--- src/include/vic_pkg.sv ---
package vic_pkg;

    // ==========================================================
    // Source numbering, in fixed arbitration order.
    localparam int NUM_SRC = 18;
    localparam int NUM_EXT = 4;
    localparam int NUM_PER = 8;
    localparam int SRC_NMI = 4;
    localparam int SRC_EXT = 6;
    localparam int SRC_PER = 10;
    localparam int NUM_PINS = 5;

    // ==========================================================
    // Register map: index times four is the byte address.
    localparam int ADR_W = 18;
    localparam logic [15:0] PERIPH_PRIO_INDEX = 16'hFFFE;
    localparam logic [15:0] CORE_PRIO_INDEX = 16'hFFFF;
    localparam logic [15:0] PENDING_INDEX = 16'hFFFD;
    localparam logic [15:0] PRIO_RESET = 16'h0000;
    localparam logic [15:0] CORE_PRIO_USED = 16'h0FFF;

    // ==========================================================
    // Field layout and level codes.
    localparam int EXT_FIELD_W = 3;
    localparam int TRIG_POS = 2;
    localparam int PER_FIELD_W = 2;
    localparam logic [1:0] LEVEL_OFF = 2'h0;
    localparam logic [1:0] LEVEL_STEP = 2'h1;
    localparam logic [1:0] LEVEL_TOP = 2'h3;

    // ==========================================================
    // Vector offsets within the 256-word table, two words each.
    localparam logic [7:0] VEC_OFFSET [NUM_SRC] = '{
        8'h02, 8'h04, 8'h06, 8'h08, 8'h0A, 8'hFE,
        8'h10, 8'h12, 8'h14, 8'h16,
        8'h24, 8'h26, 8'h28, 8'h2A, 8'h2C, 8'h2E, 8'h30, 8'h32
    };
    localparam logic [15:0] SECOND_WORD = 16'h0001;

    // ==========================================================
    // Vector fetch sequencer and inserted-word tracking.
    typedef enum logic [1:0] {ST_IDLE, ST_WORD1, ST_WORD2} fetch_state_type;
    localparam logic [1:0] WORDS_DONE = 2'h2;
    localparam logic [1:0] WORDS_ONE = 2'h1;

endpackage : vic_pkg

--- src/vectored_interrupt_controller.sv ---
`timescale 1ns/1ps
`default_nettype none

// Behaviour
// - Every source owns its own vector address.
// - Pin requests synchronised, one pending flag per source.
// - Drop requests below mask; pick highest level.
// - Freeze program counter, fetch two vector words.
// - Release counter after both words; rearbitrate.
// - No subroutine jump: fast, nothing stacked.
// - Any subroutine jump: stack status and counter.
// - Table of 256 words, two per source.
// - Core vectors at fixed offsets, level three.
// - External and peripheral vectors, maskable levels.
// - Four levels; level three never masked.
// - Internal requests cleared on service, own enables.
// - Non-maskable pin is edge triggered.
// - Edge mode pends on falling input.
// - Disabled external: ignored, edge latch held reset.
// - Undefined opcode raises level three exception.
// - Software trap raises level three exception.
// - Mask bits block levels below their value.
// - Two-bit field: off, or level zero to two.
// - Trigger select: zero level, one falling edge.
// - Two priority registers, cleared by either reset.
// - Fixed order breaks ties within a level.
// - Pending held until second vector fetch.
module vectored_interrupt_controller (
    // Clock and resets.
    input wire logic clk_in,
    input wire logic reset_in,
    input wire logic reset_instr_in,
    // Wishbone slave.
    input wire logic wb_cyc_in,
    input wire logic wb_stb_in,
    input wire logic wb_we_in,
    input wire logic [vic_pkg::ADR_W-1:0] wb_adr_in,
    input wire logic [3:0] wb_sel_in,
    input wire logic [31:0] wb_dat_in,
    output logic [31:0] wb_dat_out,
    output logic wb_ack_out,
    // Core and peripheral requests, one-cycle pulses.
    input wire logic stack_error_in,
    input wire logic illegal_opcode_exception_in,
    input wire logic debug_request_in,
    input wire logic trap_in,
    input wire logic periph_nmi_in,
    input wire logic [vic_pkg::NUM_PER-1:0] periph_req_in,
    // External request pins, active low.
    input wire logic nmi_n_in,
    input wire logic ext_request_a_n_in,
    input wire logic ext_request_b_n_in,
    input wire logic ext_request_c_n_in,
    input wire logic ext_request_d_n_in,
    // Status register mask and fetch pipeline.
    input wire logic mask_high_bit_in,
    input wire logic mask_low_bit_in,
    input wire logic [15:0] vector_base_in,
    input wire logic fetch_slot_in,
    input wire logic inserted_word_in,
    input wire logic inserted_is_jump_in,
    output logic freeze_pc_out,
    output logic vector_fetch_out,
    output logic [15:0] vector_addr_out,
    output logic [vic_pkg::NUM_EXT-1:0] ext_ack_out,
    output logic push_context_out,
    output logic fast_done_out
);

    // ==========================================================
    // Register bus.
    logic ack_q, ack_d;
    logic [31:0] rdat_q, rdat_d;
    logic [15:0] core_prio_q, core_prio_d;
    logic [15:0] per_prio_q, per_prio_d;
    logic [vic_pkg::NUM_SRC-1:0] pend_q, pend_d;
    logic bus_req;

    function automatic logic [15:0] merge16(input logic [15:0] old, input logic [31:0] dat,
                                            input logic [3:0] sel);
        merge16 = {sel[1] ? dat[15:8] : old[15:8], sel[0] ? dat[7:0] : old[7:0]};
    endfunction : merge16

    assign bus_req = wb_cyc_in && wb_stb_in && !ack_q;

    // Unmapped addresses still acknowledge, reading zero, so a stray access never hangs the bus.
    always_comb begin
        ack_d = bus_req;
        rdat_d = 32'h0000_0000;
        core_prio_d = core_prio_q;
        per_prio_d = per_prio_q;
        if (bus_req) begin
            if (wb_adr_in == {vic_pkg::CORE_PRIO_INDEX, 2'b00}) begin
                rdat_d = {16'h0000, core_prio_q};
                if (wb_we_in) begin
                    core_prio_d = merge16(core_prio_q, wb_dat_in, wb_sel_in) & vic_pkg::CORE_PRIO_USED;
                end
            end else if (wb_adr_in == {vic_pkg::PERIPH_PRIO_INDEX, 2'b00}) begin
                rdat_d = {16'h0000, per_prio_q};
                if (wb_we_in) begin
                    per_prio_d = merge16(per_prio_q, wb_dat_in, wb_sel_in);
                end
            end else if (wb_adr_in == {vic_pkg::PENDING_INDEX, 2'b00}) begin
                rdat_d = {14'h0000, pend_q};
            end
        end
        if (reset_instr_in) begin
            core_prio_d = vic_pkg::PRIO_RESET;
            per_prio_d = vic_pkg::PRIO_RESET;
        end
    end

    always_ff @(posedge clk_in) begin
        if (reset_in) begin
            ack_q <= 1'b0;
            rdat_q <= 32'h0000_0000;
            core_prio_q <= vic_pkg::PRIO_RESET;
            per_prio_q <= vic_pkg::PRIO_RESET;
        end else begin
            ack_q <= ack_d;
            rdat_q <= rdat_d;
            core_prio_q <= core_prio_d;
            per_prio_q <= per_prio_d;
        end
    end

    assign wb_ack_out = ack_q;
    assign wb_dat_out = rdat_q;

    // ==========================================================
    // Level and enable decode per source.
    logic [1:0] lvl [vic_pkg::NUM_SRC];
    logic [vic_pkg::NUM_SRC-1:0] en;
    logic [vic_pkg::NUM_SRC-1:0] cand;
    logic [vic_pkg::NUM_EXT-1:0] trig;
    logic [1:0] mask;

    assign mask = {mask_high_bit_in, mask_low_bit_in};

    genvar g;
    for (g = 0; g < vic_pkg::SRC_EXT; g++) begin : g_top
        assign en[g] = 1'b1;
        assign lvl[g] = vic_pkg::LEVEL_TOP;
    end
    for (g = 0; g < vic_pkg::NUM_EXT; g++) begin : g_ext
        logic [1:0] field;
        assign field = core_prio_q[g*vic_pkg::EXT_FIELD_W +: 2];
        assign en[vic_pkg::SRC_EXT+g] = field != vic_pkg::LEVEL_OFF;
        assign lvl[vic_pkg::SRC_EXT+g] = field - vic_pkg::LEVEL_STEP;
        assign trig[g] = core_prio_q[g*vic_pkg::EXT_FIELD_W+vic_pkg::TRIG_POS];
    end
    for (g = 0; g < vic_pkg::NUM_PER; g++) begin : g_per
        logic [1:0] field;
        assign field = per_prio_q[g*vic_pkg::PER_FIELD_W +: 2];
        assign en[vic_pkg::SRC_PER+g] = field != vic_pkg::LEVEL_OFF;
        assign lvl[vic_pkg::SRC_PER+g] = field - vic_pkg::LEVEL_STEP;
    end
    for (g = 0; g < vic_pkg::NUM_SRC; g++) begin : g_cand
        // Level three passes any mask; lower levels need level >= mask.
        assign cand[g] = pend_q[g] && en[g] && (lvl[g] == vic_pkg::LEVEL_TOP || lvl[g] >= mask);
    end

    // ==========================================================
    // Arbitration: the lower index wins a tie, scanning downward.
    logic found;
    logic [4:0] win;
    logic [1:0] win_lvl;

    always_comb begin
        found = 1'b0;
        win = 5'h00;
        win_lvl = 2'h0;
        for (int i = vic_pkg::NUM_SRC - 1; i >= 0; i--) begin
            if (cand[i] && (!found || lvl[i] >= win_lvl)) begin
                found = 1'b1;
                win = 5'(i);
                win_lvl = lvl[i];
            end
        end
    end

    // ==========================================================
    // Pin synchronisers and pending flags.
    logic [vic_pkg::NUM_PINS-1:0] pins, sync1_q, sync2_q, prev_q, prev_d;
    logic [vic_pkg::NUM_SRC-1:0] set_v, clr_v;

    assign pins = {nmi_n_in, ext_request_d_n_in, ext_request_c_n_in, ext_request_b_n_in, ext_request_a_n_in};

    always_comb begin
        prev_d = sync2_q;
        set_v = '0;
        set_v[0] = stack_error_in;
        set_v[1] = illegal_opcode_exception_in;
        set_v[2] = debug_request_in;
        set_v[3] = trap_in;
        set_v[vic_pkg::SRC_NMI] = prev_q[vic_pkg::NUM_EXT] && !sync2_q[vic_pkg::NUM_EXT];
        set_v[5] = periph_nmi_in;
        set_v[vic_pkg::SRC_PER +: vic_pkg::NUM_PER] = periph_req_in;
        for (int i = 0; i < vic_pkg::NUM_EXT; i++) begin
            set_v[vic_pkg::SRC_EXT+i] = trig[i] && prev_q[i] && !sync2_q[i];
        end
        // A new event in the clearing cycle survives: set wins.
        pend_d = set_v | (pend_q & ~clr_v);
        for (int i = 0; i < vic_pkg::NUM_EXT; i++) begin
            if (!en[vic_pkg::SRC_EXT+i]) begin
                // The edge detector keeps following the pin, so a pin already low at enable is no edge.
                pend_d[vic_pkg::SRC_EXT+i] = 1'b0;
            end else if (!trig[i]) begin
                pend_d[vic_pkg::SRC_EXT+i] = !sync2_q[i];
            end
        end
    end

    always_ff @(posedge clk_in) begin
        if (reset_in) begin
            sync1_q <= '1;
            sync2_q <= '1;
            prev_q <= '1;
            pend_q <= '0;
        end else begin
            sync1_q <= pins;
            sync2_q <= sync1_q;
            prev_q <= prev_d;
            pend_q <= pend_d;
        end
    end

    // ==========================================================
    // Vector fetch sequencer and long/fast detection.
    vic_pkg::fetch_state_type state_q, state_d;
    logic [4:0] sel_q, sel_d;
    logic [15:0] addr_q, addr_d;
    logic fetch_q, fetch_d, freeze_q, freeze_d;
    logic [vic_pkg::NUM_EXT-1:0] ext_ack_q, ext_ack_d;
    logic [1:0] cnt_q, cnt_d;
    logic jump_q, jump_d, push_q, push_d, fast_q, fast_d;
    logic sel_is_ext, sel_level_mode;

    assign sel_is_ext = sel_q >= 5'(vic_pkg::SRC_EXT) && sel_q < 5'(vic_pkg::SRC_PER);
    assign sel_level_mode = sel_is_ext && !trig[2'(sel_q - 5'(vic_pkg::SRC_EXT))];

    always_comb begin
        state_d = state_q;
        sel_d = sel_q;
        addr_d = addr_q;
        fetch_d = 1'b0;
        ext_ack_d = '0;
        clr_v = '0;
        push_d = 1'b0;
        fast_d = 1'b0;
        cnt_d = cnt_q;
        jump_d = jump_q;
        if (inserted_word_in && cnt_q != vic_pkg::WORDS_DONE) begin
            cnt_d = cnt_q + vic_pkg::WORDS_ONE;
            jump_d = jump_q || inserted_is_jump_in;
            if (cnt_q == vic_pkg::WORDS_ONE) begin
                push_d = jump_q || inserted_is_jump_in;
                fast_d = !(jump_q || inserted_is_jump_in);
            end
        end
        case (state_q)
            vic_pkg::ST_IDLE: begin
                if (fetch_slot_in && found) begin
                    state_d = vic_pkg::ST_WORD1;
                    sel_d = win;
                    addr_d = {vector_base_in[15:8], vic_pkg::VEC_OFFSET[win]};
                    fetch_d = 1'b1;
                    cnt_d = 2'h0;
                    jump_d = 1'b0;
                end
            end
            vic_pkg::ST_WORD1: begin
                if (fetch_slot_in) begin
                    state_d = vic_pkg::ST_WORD2;
                    addr_d = addr_q | vic_pkg::SECOND_WORD;
                    fetch_d = 1'b1;
                    // Level-mode external requests stay until the requester drops them.
                    clr_v[sel_q] = !sel_level_mode;
                    if (sel_is_ext) begin
                        ext_ack_d[2'(sel_q - 5'(vic_pkg::SRC_EXT))] = 1'b1;
                    end
                end
            end
            vic_pkg::ST_WORD2: begin
                state_d = vic_pkg::ST_IDLE;
            end
            default: begin
                state_d = vic_pkg::ST_IDLE;
            end
        endcase
        freeze_d = state_d != vic_pkg::ST_IDLE;
    end

    always_ff @(posedge clk_in) begin
        if (reset_in) begin
            state_q <= vic_pkg::ST_IDLE;
            sel_q <= 5'h00;
            addr_q <= 16'h0000;
            fetch_q <= 1'b0;
            freeze_q <= 1'b0;
            ext_ack_q <= '0;
            cnt_q <= vic_pkg::WORDS_DONE;
            jump_q <= 1'b0;
            push_q <= 1'b0;
            fast_q <= 1'b0;
        end else begin
            state_q <= state_d;
            sel_q <= sel_d;
            addr_q <= addr_d;
            fetch_q <= fetch_d;
            freeze_q <= freeze_d;
            ext_ack_q <= ext_ack_d;
            cnt_q <= cnt_d;
            jump_q <= jump_d;
            push_q <= push_d;
            fast_q <= fast_d;
        end
    end

    assign freeze_pc_out = freeze_q;
    assign vector_fetch_out = fetch_q;
    assign vector_addr_out = addr_q;
    assign ext_ack_out = ext_ack_q;
    assign push_context_out = push_q;
    assign fast_done_out = fast_q;
endmodule : vectored_interrupt_controller

`default_nettype wire

--- config.mk ---
export PLATFORM = sky130hd
export DESIGN_NAME = vectored_interrupt_controller
export DESIGN_NICKNAME = d
export VERILOG_FILES = /design/src/include/vic_pkg.sv /design/src/vectored_interrupt_controller.sv
export SDC_FILE = /design/constraint.sdc
export NUM_CORES = 1
export LEC_CHECK = 0
export BUFFER_PORTS_ARGS = -buffer_cell sky130_fd_sc_hd__buf_2
export CORE_ASPECT_RATIO = 0.75
export CORE_MARGIN = 2
export CORE_UTILIZATION = 55
export DETAILED_ROUTE_END_ITERATION = 7
export PLACE_DENSITY = 0.8
export SLEW_MARGIN = 15
export SYNTH_ARGS = -nofsm -noshare
export SYNTH_HDL_FRONTEND = slang
export SYNTH_SLANG_ARGS = --single-unit
--- constraint.sdc ---
create_clock -name clk_in -period 24.1 [get_ports clk_in]
set_clock_uncertainty 0.1 [all_clocks]
set_input_delay 3.615 -clock clk_in [delete_from_list [all_inputs] [get_ports clk_in]]
set_output_delay 3.615 -clock clk_in [all_outputs]
set_load 0.005 [all_outputs]
# Yosys cells after proc, flatten, opt, wreduce, memory -nomap -nowiden
# Memory sizes are Yosys's and may differ from the RTL's.
# Index checks and enable logic that the tools add are counted.
dict set report op_classes {
  eq_ne 20
  muxes 85
  reduce_logical 147
  order_cmp 36
  n_bitwise 17
  n_addsub 14
}
# cell n
set op_table {}
lappend op_table {{2-to-1 mux 5 bit} 18}
lappend op_table {{logical AND 1 bit} 58}
lappend op_table {{equality test 18 bit, second input constant} 3}
lappend op_table {{2-to-1 mux 16 bit} 3}
lappend op_table {{>= comparator 2 bit} 23}
lappend op_table {{2-to-1 mux 2 bit} 22}
lappend op_table {{bitwise AND 18 bit} 2}
lappend op_table {{2-to-1 mux 18 bit} 2}
lappend op_table {{case mux 16 bit (2 select lines)} 1}
lappend op_table {{2-to-1 mux 1 bit} 31}
lappend op_table {{logical OR 1 bit} 30}
lappend op_table {{nonzero test 2 bit} 14}
lappend op_table {{zero test 1 bit} 26}
lappend op_table {{equality test 2 bit, second input constant} 12}
lappend op_table {{subtractor 2 x 1 -> 2 bit, second input constant} 12}
lappend op_table {{NOT 18 bit} 1}
lappend op_table {{bitwise OR 18 bit} 1}
lappend op_table {{2-to-1 mux 8 bit} 2}
lappend op_table {{>= comparator 2 bit, first input constant} 6}
lappend op_table {{2-to-1 mux 12 bit} 1}
lappend op_table {{NOT 1 bit} 12}
lappend op_table {{OR reduction 2 bit} 6}
lappend op_table {{AND reduction 5 bit} 2}
lappend op_table {{AND reduction 4 bit} 2}
lappend op_table {{23 further kinds} 29}
dict set report totals {
  romBits 256
  word_cells 348
  reg_bits 128
  input_bits 99
  n_memories 1
  out_inout_bits 57
}
# memory words word_bits read_ports rd_clocked_by_memory_dff write_ports line
set memory_table {}
lappend memory_table {{(name not given)} 32 8 1 0 0 vectored_interrupt_controller.sv:266} ;# addr_d = {vector_base_in[15:8], vic_pkg::VEC_OFFSET[win]};

# Depth between registers and ports, before layout
# Gate-level depths: netlist of the first run.
dict set report depth {
  word_depth 79
  depth_mapped 87
  mapped_depth_nobuf 87
}

# Least setup slack after synthesis of the first run
# Ideal clock, no wire load.
dict set report synth_timing {
  path_kind {input to register}
  start {in mask_high_bit_in}
  end {reg addr_q[2] (netlist: vector_addr_out[2])}
  setup_ps 84
  n_path_buf 0
  stages 80
  arrival_ps 18884
  slack_ps 5032
  required_time_ps 23916
  cell_sequence {inv_1 ha_1 nor3b_1 or4b_4 nor2_1 ha_1 nand2b_1 a21oi_1 o31ai_1 o22ai_1 ha_1 or2b_2 a21o_2 o21ai_2 mux2_2 ha_1 nand2b_1 a21o_2 [44 not listed] o21ai_1 and2_1 nor2_1 a22oi_1 ha_1 nand2b_1 a21oi_1 o21ai_0 a221o_1 a211oi_1 a221oi_2 o31a_2 inv_1 ha_1 inv_1 mux2i_1 mux2_2 o31ai_2}
}
dict set report synth_via {
  elab_chain_cells 78
  word_cells_on_any_way 165
  cone_classes {order compare (29); mux (57); bitwise (1); reduce/logical (77); memory (1)}
}
# item line
set synth_lines {}
lappend synth_lines {{start: declaration} vectored_interrupt_controller.sv:56} ;# input wire logic mask_high_bit_in,
lappend synth_lines {{>= comparator 2 bit} vectored_interrupt_controller.sv:160} ;# assign cand[g] = pend_q[g] && en[g] && (lvl[g] == vic_pkg::LEVEL_TOP || lvl[g] >= mask);
lappend synth_lines {{logical OR 1 bit} vectored_interrupt_controller.sv:160}
lappend synth_lines {{logical AND 1 bit} vectored_interrupt_controller.sv:160}
lappend synth_lines {{2-to-1 mux 2 bit / 2-to-1 mux 1 bit (equally long branches)} vectored_interrupt_controller.sv:174} ;# if (cand[i] && (!found || lvl[i] >= win_lvl)) begin
lappend synth_lines {{>= comparator 2 bit / zero test 1 bit (equally long branches)} vectored_interrupt_controller.sv:174}
lappend synth_lines {{logical OR 1 bit} vectored_interrupt_controller.sv:174}
lappend synth_lines {{logical AND 1 bit} vectored_interrupt_controller.sv:174}
lappend synth_lines {{2-to-1 mux 2 bit / 2-to-1 mux 1 bit (equally long branches)} vectored_interrupt_controller.sv:174}
lappend synth_lines {{[62 not listed]} -}
lappend synth_lines {{logical AND 1 bit} vectored_interrupt_controller.sv:174}
lappend synth_lines {{2-to-1 mux 5 bit (*)} vectored_interrupt_controller.sv:174}
lappend synth_lines {{via win[1]} vectored_interrupt_controller.sv:166} ;# logic [4:0] win;
lappend synth_lines {{NOT 5 -> 6 bit (not written as such) (*)} vectored_interrupt_controller.sv:266}
lappend synth_lines {{memory (32 x 8 bit) (*)} -}
lappend synth_lines {{2-to-1 mux 8 bit (not written as such) (*) (2 in series)} vectored_interrupt_controller.sv:266}
lappend synth_lines {{2-to-1 mux 16 bit (*)} vectored_interrupt_controller.sv:263} ;# if (fetch_slot_in && found) begin
lappend synth_lines {{case mux 16 bit (2 select lines) (*)} vectored_interrupt_controller.sv:261} ;# case (state_q)
lappend synth_lines {{end signal: assignment} vectored_interrupt_controller.sv:309} ;# addr_q <= addr_d;
lappend synth_lines {{end: declaration} vectored_interrupt_controller.sv:232} ;# logic [15:0] addr_q, addr_d;
# Mark *: on every way through the listed nets, which the timed path passes. The rest lies on a longest branch. The select of a mux whose other input is x is not followed.
# A chain may end at the register's enable or synchronous reset.

# Worst setup path in the final report of the first run
# Same ends and word-level chain as after synthesis.

==> results of run 1 <==
through the flow:
step | cell area [sq um] | setup WS (ns) | power (mW)
5_1_grt | 7920 | 1.60 | 0.501
3_5_place_dp | 7340 | 2.60 | 0.241
3_3_place_gp | 7340 | 2.72 | 0.239
4_1_cts | 7920 | 2.98 | 0.486
6_report | 7920 | 2.58 | 0.484
2_1_floorplan | 6770 | 5.03 | 0.226
cell usage after synthesis, drive strengths merged, types with 3 or more instances:
library cell,number,share of area (%)
nand2,51,2.8
inv,64,3.6
dfxtp,113,34
nand2b,26,2.5
nand3b,3,0.34
nor2,94,5.3
or3,5,0.47
o21ai,25,1.9
nor3b,7,0.78
and2,4,0.37
o21a,6,0.69
clkbuf,18,1.0
or2,20,1.9
ha,71,13
buf,21,2.3
a211oi,16,2.4
o31ai,3,0.61
mux2,19,3.2
mux2i,31,4.6
nor4b,3,0.39
o32ai,3,0.39
a21o,7,0.88
nor2b,8,0.75
and4,5,0.67
nand4,7,0.65
a21oi,50,3.8
nor3,15,1.1
nand3,9,0.67
a31oi,8,0.84
a22oi,19,2.1
a221oi,3,0.48
o221ai,3,0.48
final cells by class:
cell class / instances / area (sq um) / area share, %
multi-input combinational: 569 / 4050 / 51.1
timing repair buffer: 117 / 591 / 7.46
sequential: 113 / 2260 / 28.6
tap: 162 / 203 / 2.56
clock inverter: 14 / 148 / 1.86
clock buffer: 18 / 429 / 5.42
inverter: 64 / 240 / 3.03
worst paths after layout:
path | to | from | slack [ns]
worst max register to register | vector_addr_out[2] | per_prio_q[14] | 5.44
worst max-delay path | vector_addr_out[2] | mask_high_bit_in | 2.58
worst min register to register | prev_d[2] | sync1_q[2] | 0.31
worst min-delay path | prev_d[2] | sync1_q[2] | 0.31
sequential cells by signal, indices dropped and copies added (netlist names):
| register | cells |
|---|---|
| prev_q | 5 |
| sync1_q | 5 |
| push_context_out | 1 |
| vector_addr_out | 15 |
| freeze_pc_out | 1 |
| wb_dat_out | 18 |
| ext_ack_out | 4 |
| sel_q | 5 |
| core_prio_q | 12 |
| wb_ack_out | 1 |
| state_q | 2 |
| vector_fetch_out | 1 |
| per_prio_q | 16 |
| jump_q | 1 |
| prev_d | 5 |
| fast_done_out | 1 |
| cnt_q | 2 |
| pend_q | 18 |
logic make-up (layout without fill, tap and decap cells):
kind of cell / Yosys count / count (layout) / share of synthesized area, %
compound gates: 165 / 165 / 17.9
xor+xnor: 1 / 1 / 0.130
fa+ha+maj: 72 / 72 / 13.4
buf+inv: 103 / 213 / 6.84
flops: 113 / 113 / 33.7
mux: 51 / 51 / 8.14
other cells: 1 / 14 / 0.0558
simple gates: 266 / 266 / 19.9
layer usage:
metal	part of all wire, %	up-vias	GRT usage, %
met5	0	-	0
met4	2.1	0	9.87
met3	9.5	38	6.27
met2	42	280	40.3
met1	47	2836	38.1
li1	-	2903	-
critical path, delay by kind of cell:
family	cells	cell delay, ns
AOI/OAI and AO/OA	35	8.14
and+or+nand+nor	21	3.44
buffers and inverters	5	0.75
adders and majority gates	14	3.87
muxes	6	1.92
report_power, final:
part | internal [mW] | total [mW] | switching [mW]
sequential | 0.193 | 0.198 | 0.00554
combinational | 0.0167 | 0.0390 | 0.0222
clock | 0.145 | 0.247 | 0.101
total | 0.355 | 0.484 | 0.129
==> metrics.md, run 1 <==
| Metric | Value |
|---|---|
| FFs w/ async S/R, synth | 0% |
| Clock Tree Buf Depth | 2 |
| Area growth, synth to finish | 17.9% |
| Fill count | 976 |
| Hold_buf cts | 0 |
| Register area share after synthesis | 33.7% |
| Crit path time final | 21.52 ns |
| Die ar. | 13,100 sq um |
| Vias in the first global route | 5,594 |
| Worst hold margin | 0.308 ns |
| Detailed Route Iter0 Violations | 401 |
| Cell depth of the worst hold path | 1 |
| Power density over the cells | 61.1 nW/um^2 |
| Util after Layout | 67.4% |
| Reg2Reg Depth | 82 |
| Num CTS Buffers | 17 |
| Worst-path maximum fanout | 12 |
| H-tree levels | 4 |
| Clk slew on worst S/H paths | 0.06 ns |
| # nets final | 1,052 |
| Top_reg_cell synth | dfxtp_1 |
| Pins Over Slew Limit | 0 |
| Initial Util | 57.2% |
| Layout cells sized above 1 | 24.2% |
| Setup CP Type | input pin to flop |
| Status | finished, final reports clean |
| Ys Warns | 0 |
| Routed len/inst | 16.7 um |
| Crit end category | flop |
| Netlist cell types | 81 |
| CP max-delay cell | nor4b_1 |
| Routed vias | 6,057 |
| Peak supply drop | 0.0485 mV |
| Drt drc | 0 |
| Final worst-path cycle share | 89.3% |
| Post-CTS resize count | 0 |
| Fin. Hold Viols | 0 |
| Data required, critical path | 24.34 ns |
| GP Congestion | 0.946 |
| Overflow after GRT | 0 |
| Final setup TNS | 0 ns |
| Commonest non-fill, non-tap cell in the layout | buf_2 |
| Detailed Route WL | 17,600 um |
| Max_cap viols | 0 |
| Drt first pass iters | 6 |
| Yosys reg bits | 113 |
| Critical Path Start Type | input pin |
| EDFF count, synth | 0 |
| Commonest cells after routing, fill and taps aside | 115 x buf_2, 113 x dfxtp_1, 94 x nor2_1, 71 x ha_1, 64 x inv_1 |
| I/O pin cnt | 156 |
| WP data arrival | 21.76 ns |
| Cell area after synthesis | 6720 sq um |
| Setup violations, final | 0 |
| Vias per cell | 5.73 |
| Global-route wire length before repair | 27,900 um |
| Clk_lat worst skew | 0.42 ns |
| # port buffers | 115 |
| Final ANT Viol Nets | 0 |
| Chip height | 99.7 um |
| Cell count after placement | 1,025 |
| Initial antenna violation count | 0 |
| # diodes | 0 |
| DIE WIDTH | 132 um |
| Rel. slew slack | 28.2% |
| Leak Pwr | 3.50 nW |
| Num Clock Sinks | 113 |
| Largest net degree at the start of global routing | 65 |
| Root Driver | clkbuf_16 |
| Final Instance Count excl. Fillers | 1,057 |
| CTS tree | yes |
| Post-CTS Setup Bufs | 0 |
| Syn Area/Cell | 8.70 sq um |
| Placed wire-length estimate | 13,100 um |
| FMAX | 46.5 MHz |
| Most common cell on crit path | ha_1 |
| HP Class | flop to flop |
| Unrepaired setup endpoints after global routing | false |
| Slew @ Worst Pin | 1.07 ns |
| Synth Instances | 772 |
| Max incr delay on CP | 0.58 ns |
| Site row count | 34 |
| CORE AREA | 11,700 sq um |
| GRT Resource Usage Total | 27.0% |
Note: power is estimated with default switching activity, not from simulation.
==> run 2: changes to the inputs <==
Settings changed: PLACE_DENSITY 0.8 to not set, PLACE_DENSITY_LB_ADDON set to 0.12.
==> run 2 against run 1 <==
Effect of this change:
- sequential power barely moved
- via count is essentially flat
- sequential share of layout area grew 0.072 points
- worst hold slack worse by 0.0036 ns
- setup slack lost 0.44 ns
- count of clock-buffer cells in the layout unchanged
- final area fell by 0.25%
- critical path depth up 1
- combinational power is 2% higher
- critical endpoint unchanged
- wire length is 8.1% higher
==> metrics.md, run 2 (synthesized netlist as in run 1, its figures left out) <==
| Metric | Value |
|---|---|
| Worst hold margin | 0.304 ns (-0.00363 ns) |
| FMAX | 45.5 MHz (-2.0%) |
| Crit path time final | 21.97 ns (+0.444 ns) |
| Final ANT Viol Nets | 0 (unchanged) |
| Pins Over Slew Limit | 0 (unchanged) |
| Initial Util | 57.2% (unchanged) |
| Internal Pwr Total | 0.346 mW (-2.4%) |
| I/O pin cnt | 156 (unchanged) |
| GRT Resource Usage Total | 29.7% (+2.7 points) |
| Placed wire-length estimate | 14,500 um (+10%) |
| Power density over the cells | 60.1 nW/um^2 (-1.7%) |
| Clk slew on worst S/H paths | 0.06 ns (about the same) |
| CORE AREA | 11,700 sq um (unchanged) |
| Initial antenna violation count | 0 (unchanged) |
| Gr busiest metal | met2 |
| Layout cells sized above 1 | 24.4% (+0.11 points) |
| R2r startpoint | per_prio_q[14] |
| CP max-delay cell | nor4b_1 |
| Final worst-path cycle share | 91.2% (+1.8 points) |
| Slew @ Worst Pin | 1.09 ns (+0.0169 ns) |
| Routing usage on met2 | 45.7% (+5.4 points) |
| Root Driver | clkbuf_16 |
| Setup CP Type | input pin to flop |
| Clock Tree Buf Depth | 2 (unchanged) |
| Num CTS Buffers | 17 (unchanged) |
| Peak supply drop | 0.0480 mV (-0.98%) |
| Site row count | 34 (unchanged) |
| WP data arrival | 22.20 ns (+0.44 ns) |
| CP endpoint | vector_addr_out[2] |
| H-tree levels | 4 (unchanged) |
| Placement Setup Slack | 2.24 ns (-0.358 ns) |
| Post-CTS Setup Bufs | 0 (unchanged) |
| Num Clock Sinks | 113 (unchanged) |
| Crit end category | flop |
| Routed vias | 6,055 (-0.033%) |
| Max_cap viols | 0 (unchanged) |
| Drt first pass iters | 5 (-1) |
| Vias in the first global route | 5,904 (+5.5%) |
| Die ar. | 13,100 sq um (unchanged) |
| Overflow after GRT | 0 (unchanged) |
| # diodes | 0 (unchanged) |
| Clk_lat worst skew | 0.42 ns (about the same) |
| Sw frac | 27.0% (+0.32 points) |
| Area growth, synth to finish | 17.6% |
| Met1 usage | 41.3% (+3.2 points) |
| Global-route wire length before repair | 30,300 um (+8.8%) |
| Commonest cells after routing, fill and taps aside | 115 x buf_2, 113 x dfxtp_1, 94 x nor2_1, 71 x ha_1, 64 x inv_1 |
| Final setup TNS | 0 ns (unchanged) |
| Reg2Reg Depth | 83 (+1.2%) |
| Commonest non-fill, non-tap cell in the layout | buf_2 |
| Detailed Route Iter0 Violations | 407 (+1.5%) |
| Worst Slack Setup Final | 2.13 ns (-0.444 ns) |
| Setup violations, final | 0 (unchanged) |
| Rel. slew slack | 27.0% (-1.1 points) |
| Drt drc | 0 (unchanged) |
| M3 GR Usage | 7.03% (+0.76 points) |
| Worst-path maximum fanout | 12 (unchanged) |
| Worst Setup SP | mask_high_bit_in |
| Cell count after placement | 1,025 (unchanged) |
| # nets final | 1,052 (unchanged) |
| DIE WIDTH | 132 um (unchanged) |
| Clock power share | 49.8% (-1.2 points) |
| Detailed Route WL | 19,100 um (+8.1%) |
| Max incr delay on CP | 0.53 ns (-0.05 ns) |
| # port buffers | 115 (unchanged) |
| Hold wc startpoint | sync1_q[3] |
| Chip height | 99.7 um (unchanged) |
| Status | finished, final reports clean |
| Post-CTS resize count | 0 (unchanged) |
| Unrepaired setup endpoints after global routing | false |
| Critical R2R Capture | vector_addr_out[2] |
| Routed len/inst | 18.1 um (+8.1%) |
| Data required, critical path | 24.33 ns (about the same) |
| Placed Area | 7340 sq um (unchanged) |
| Final Instance Count excl. Fillers | 1,057 (unchanged) |
| GP Congestion | 0.969 (+2.5%) |
| CTS tree | yes |
| Largest net degree at the start of global routing | 65 (unchanged) |
| Fin. Hold Viols | 0 (unchanged) |
| Cell area after layout | 7900 sq um (-0.25%) |
| Hold_buf cts | 0 (unchanged) |
| HP Class | flop to flop |
| Gate power share | 8.4% (+0.4 points) |
| Leak Pwr | 3.49 nW (-0.21%) |
| Net switching power | 0.128 mW (-0.79%) |
| R2R setup slack | 5.13 ns (-0.31 ns) |
| Critical Path Start Type | input pin |
| Sequential Power Share | 41.8% (+0.8 points) |
| Most common cell on crit path | ha_1 |
| Vias per cell | 5.73 (about the same) |
run 2: cell count changes in the layout (fill, tap and decap cells not counted):
cell | before | now
inv_6 | 5 | 7
clkinv_2 | 0 | 1
bufinv_16 | 1 | 0
clkbuf_1 | 1 | 0
inv_8 | 3 | 1
clkbuf_8 | 0 | 1
run 2: layout make-up:
class                   count  area, sq um
inverters                  64          240
fillers                   990         3840
multi-input cells         569         4050
clock buffers              18          439
clock inverters            14          118
repair buffers            117          591
flip-flops and latches    113         2260
well taps                 162          203
run 2: how the worst min path moves through the flow:
stage / endpoint / slack [ns] / cells past startpoint
after floorplan: prev_d[0] / 0.29 / 1
after detailed placement: prev_d[3] / 0.30 / 1
after CTS: prev_d[3] / 0.31 / 1
after global routing: prev_d[3] / 0.32 / 1
after global placement: prev_d[4] / 0.29 / 1
final: prev_d[3] / 0.30 / 1
run 2: power groups by stage:
stage	sequential (mW)	clock, mW	combinational (mW)
6_report	0.198	0.237	0.0397
5_1_grt	0.199	0.249	0.0445
4_1_cts	0.198	0.239	0.0395
3_5_place_dp	0.202	0	0.0392
3_3_place_gp	0.202	0	0.0378
2_1_floorplan	0.200	0	0.0264
run 2: worst max-delay path, delay by kind of cell:
family / cells / cell delay (ns)
AO/OA/AOI/OAI: 35 / 8.31
adder cells (fa/ha/maj): 14 / 3.91
buffers and inverters: 5 / 0.84
multiplexers: 6 / 1.89
AND/OR/NAND/NOR: 22 / 3.55
run 2: per-layer routing:
metal | vias up | wire length (um)
met3 | 26 | 1610
met2 | 259 | 8200
li1 | 2914 | -
met4 | 0 | 342
met1 | 2856 | 8920
met5 | - | 0
run 2: through the flow:
stage                     util, %  total power, mW
final                        67.3            0.475
after global routing         67.3            0.492
after CTS                    67.3            0.476
after floorplan                 -            0.226
after detailed placement     62.5            0.241
after global placement       62.5            0.240
==> run 3: changes to the inputs <==
Settings changed: CORE_ASPECT_RATIO 0.75 to 0.5.
==> run 3 against run 2 <==
Effect of this change:
- count of clock-buffer cells in the layout shrank 1
- non-clock buffer count is the same
- cell count grew 0.28%
- register-to-register slack gained 0.60 ns
- clock power grew 14%
- combinational power shrank 2%
- final area grew 0.89%
- sequential power is essentially flat
- sequential share of layout area shrank 0.25 points
==> metrics.md, run 3 (synthesized netlist as in run 1, its figures left out) <==
| Metric | Value |
|---|---|
| Crit end category | flop |
| # nets final | 1,052 (unchanged) |
| Num Clock Sinks | 113 (unchanged) |
| Leak Pwr | 3.52 nW (+0.91%) |
| Power density over the cells | 63.7 nW/um^2 (+5.9%) |
| Critical R2R Capture | vector_addr_out[2] |
| Final setup TNS | 0 ns (unchanged) |
| CP max-delay cell | or4b_4 |
| Clk_lat worst skew | 0.42 ns (about the same) |
| Placed wire-length estimate | 13,200 um (-8.6%) |
| Worst Slack Setup Final | 2.87 ns (+0.733 ns) |
| Reg2Reg Depth | 84 (+1.2%) |
| FMAX | 47.1 MHz (+3.5%) |
| Routed vias | 5,882 (-2.9%) |
| Overflow after GRT | 0 (unchanged) |
| I/O pin cnt | 156 (unchanged) |
| Unrepaired setup endpoints after global routing | false |
| Critical Path Start Type | input pin |
| Peak supply drop | 0.0474 mV (-1.4%) |
| Die ar. | 13,200 sq um (+0.34%) |
| Status | finished, final reports clean |
| Chip height | 82.1 um (-18%) |
| R2r startpoint | per_prio_q[14] |
| Global-route wire length before repair | 28,300 um (-6.5%) |
| Num CTS Buffers | 17 (unchanged) |
| Slew @ Worst Pin | 0.962 ns (-0.128 ns) |
| Commonest non-fill, non-tap cell in the layout | buf_2 |
| Site row count | 28 (-18%) |
| Final ANT Viol Nets | 0 (unchanged) |
| Placed Area | 7340 sq um (about the same) |
| Clock Tree Buf Depth | 2 (unchanged) |
| Detailed Route WL | 18,000 um (-5.7%) |
| # diodes | 0 (unchanged) |
| Max incr delay on CP | 0.56 ns (+0.03 ns) |
| Util after Layout | 67.1% (-0.18 points) |
| Drt first pass iters | 5 (unchanged) |
| Hold_buf cts | 0 (unchanged) |
| Routed len/inst | 17.0 um (-6.0%) |
| Area growth, synth to finish | 18.6% |
| H-tree levels | 4 (unchanged) |
| Final Instance Count excl. Fillers | 1,060 (+0.28%) |
| Post-CTS Setup Bufs | 0 (unchanged) |
| R2R setup slack | 5.73 ns (+0.60 ns) |
| # port buffers | 115 (unchanged) |
| Cell count after placement | 1,028 (+0.29%) |
| Commonest cells after routing, fill and taps aside | 115 x buf_2, 113 x dfxtp_1, 94 x nor2_1, 71 x ha_1, 64 x inv_1 |
| Placement Setup Slack | 2.70 ns (+0.457 ns) |
| Rel. slew slack | 35.6% (+8.6 points) |
| HP Class | flop to flop |
| DIE WIDTH | 160 um (+22%) |
| Worst-path maximum fanout | 12 (unchanged) |
| Final worst-path cycle share | 88.1% (-3.0 points) |
| CTS tree | yes |
| Root Driver | clkbuf_16 |
| Vias in the first global route | 5,522 (-6.5%) |
| CP endpoint | vector_addr_out[2] |
| Initial antenna violation count | 0 (unchanged) |
| Pins Over Slew Limit | 0 (unchanged) |
| Vias per cell | 5.55 (-3.1%) |
| GP Congestion | 0.900 (-7.1%) |
| Setup violations, final | 0 (unchanged) |
| Worst Setup SP | mask_high_bit_in |
| Fin. Hold Viols | 0 (unchanged) |
| Clk slew on worst S/H paths | 0.07 ns (about the same) |
| Most common cell on crit path | ha_1 |
| WP data arrival | 21.48 ns (-0.72 ns) |
| Initial Util | 56.6% (-0.65 points) |
| Post-CTS resize count | 0 (unchanged) |
| Setup CP Type | input pin to flop |
| Cell area after layout | 7970 sq um (+0.89%) |
| CORE AREA | 11,900 sq um (+1.2%) |
| GRT Resource Usage Total | 27.9% (-1.8 points) |
| Layout cells sized above 1 | 24.4% (unchanged) |
| Drt drc | 0 (unchanged) |
| Crit path time final | 21.23 ns (-0.733 ns) |
| Detailed Route Iter0 Violations | 407 (unchanged) |
| Max_cap viols | 0 (unchanged) |
| Largest net degree at the start of global routing | 65 (unchanged) |
| Data required, critical path | 24.34 ns (about the same) |
==> run 3: worst min path at each step <==
stage               slack [ns]  startpoint  cells past startpoint         to
floorplan                 0.29  sync1_q[0]                      1  prev_d[0]
global placement          0.29  sync1_q[1]                      1  prev_d[1]
detailed placement        0.29  sync1_q[2]                      1  prev_d[2]
CTS                       0.31  sync1_q[1]                      1  prev_d[1]
global route              0.32  sync1_q[1]                      1  prev_d[1]
finish                    0.31  sync1_q[1]                      1  prev_d[1]
==> run 3: area by class of cell <==
cell class	count	area, sq um
Clock buffer	17	425
Clock inverter	15	198
Fill cell	977	3910
Inverter	64	240
Multi-Input combinational cell	569	4050
Sequential cell	113	2260
Tap cell	165	206
Timing Repair Buffer	117	591
==> run 3: power breakdown <==
| part | internal (mW) | switching [mW] | total [mW] |
|---|---|---|---|
| Sequential | 0.193 | 0.00610 | 0.199 |
| Clock | 0.166 | 0.103 | 0.269 |
| Combinational | 0.0167 | 0.0223 | 0.0390 |
| Total | 0.375 | 0.132 | 0.507 |
==> run 3: layer usage <==
metal	track usage (%)	vias up	part of all wire [%]
met5	0	-	0
met4	5.86	0	0.63
met3	9.09	13	10
met2	45.2	242	43
met1	37.1	2721	46
li1	-	2906	-
==> run 3: per-stage QoR <==
stage,hold slack (ns),power [mW]
after global placement,0.292,0.240
after floorplan,0.289,0.226
after CTS,0.309,0.509
after global routing,0.321,0.524
after detailed placement,0.294,0.241
final,0.306,0.507
==> run 3: worst max-delay path, delay by kind of cell <==
kind | cells | cell delay [ns]
buffers and inverters | 5 | 0.71
AOI/OAI and AO/OA | 35 | 8.00
adders and majority gates | 14 | 3.68
muxes | 6 | 1.89
and+or+nand+nor | 23 | 3.56
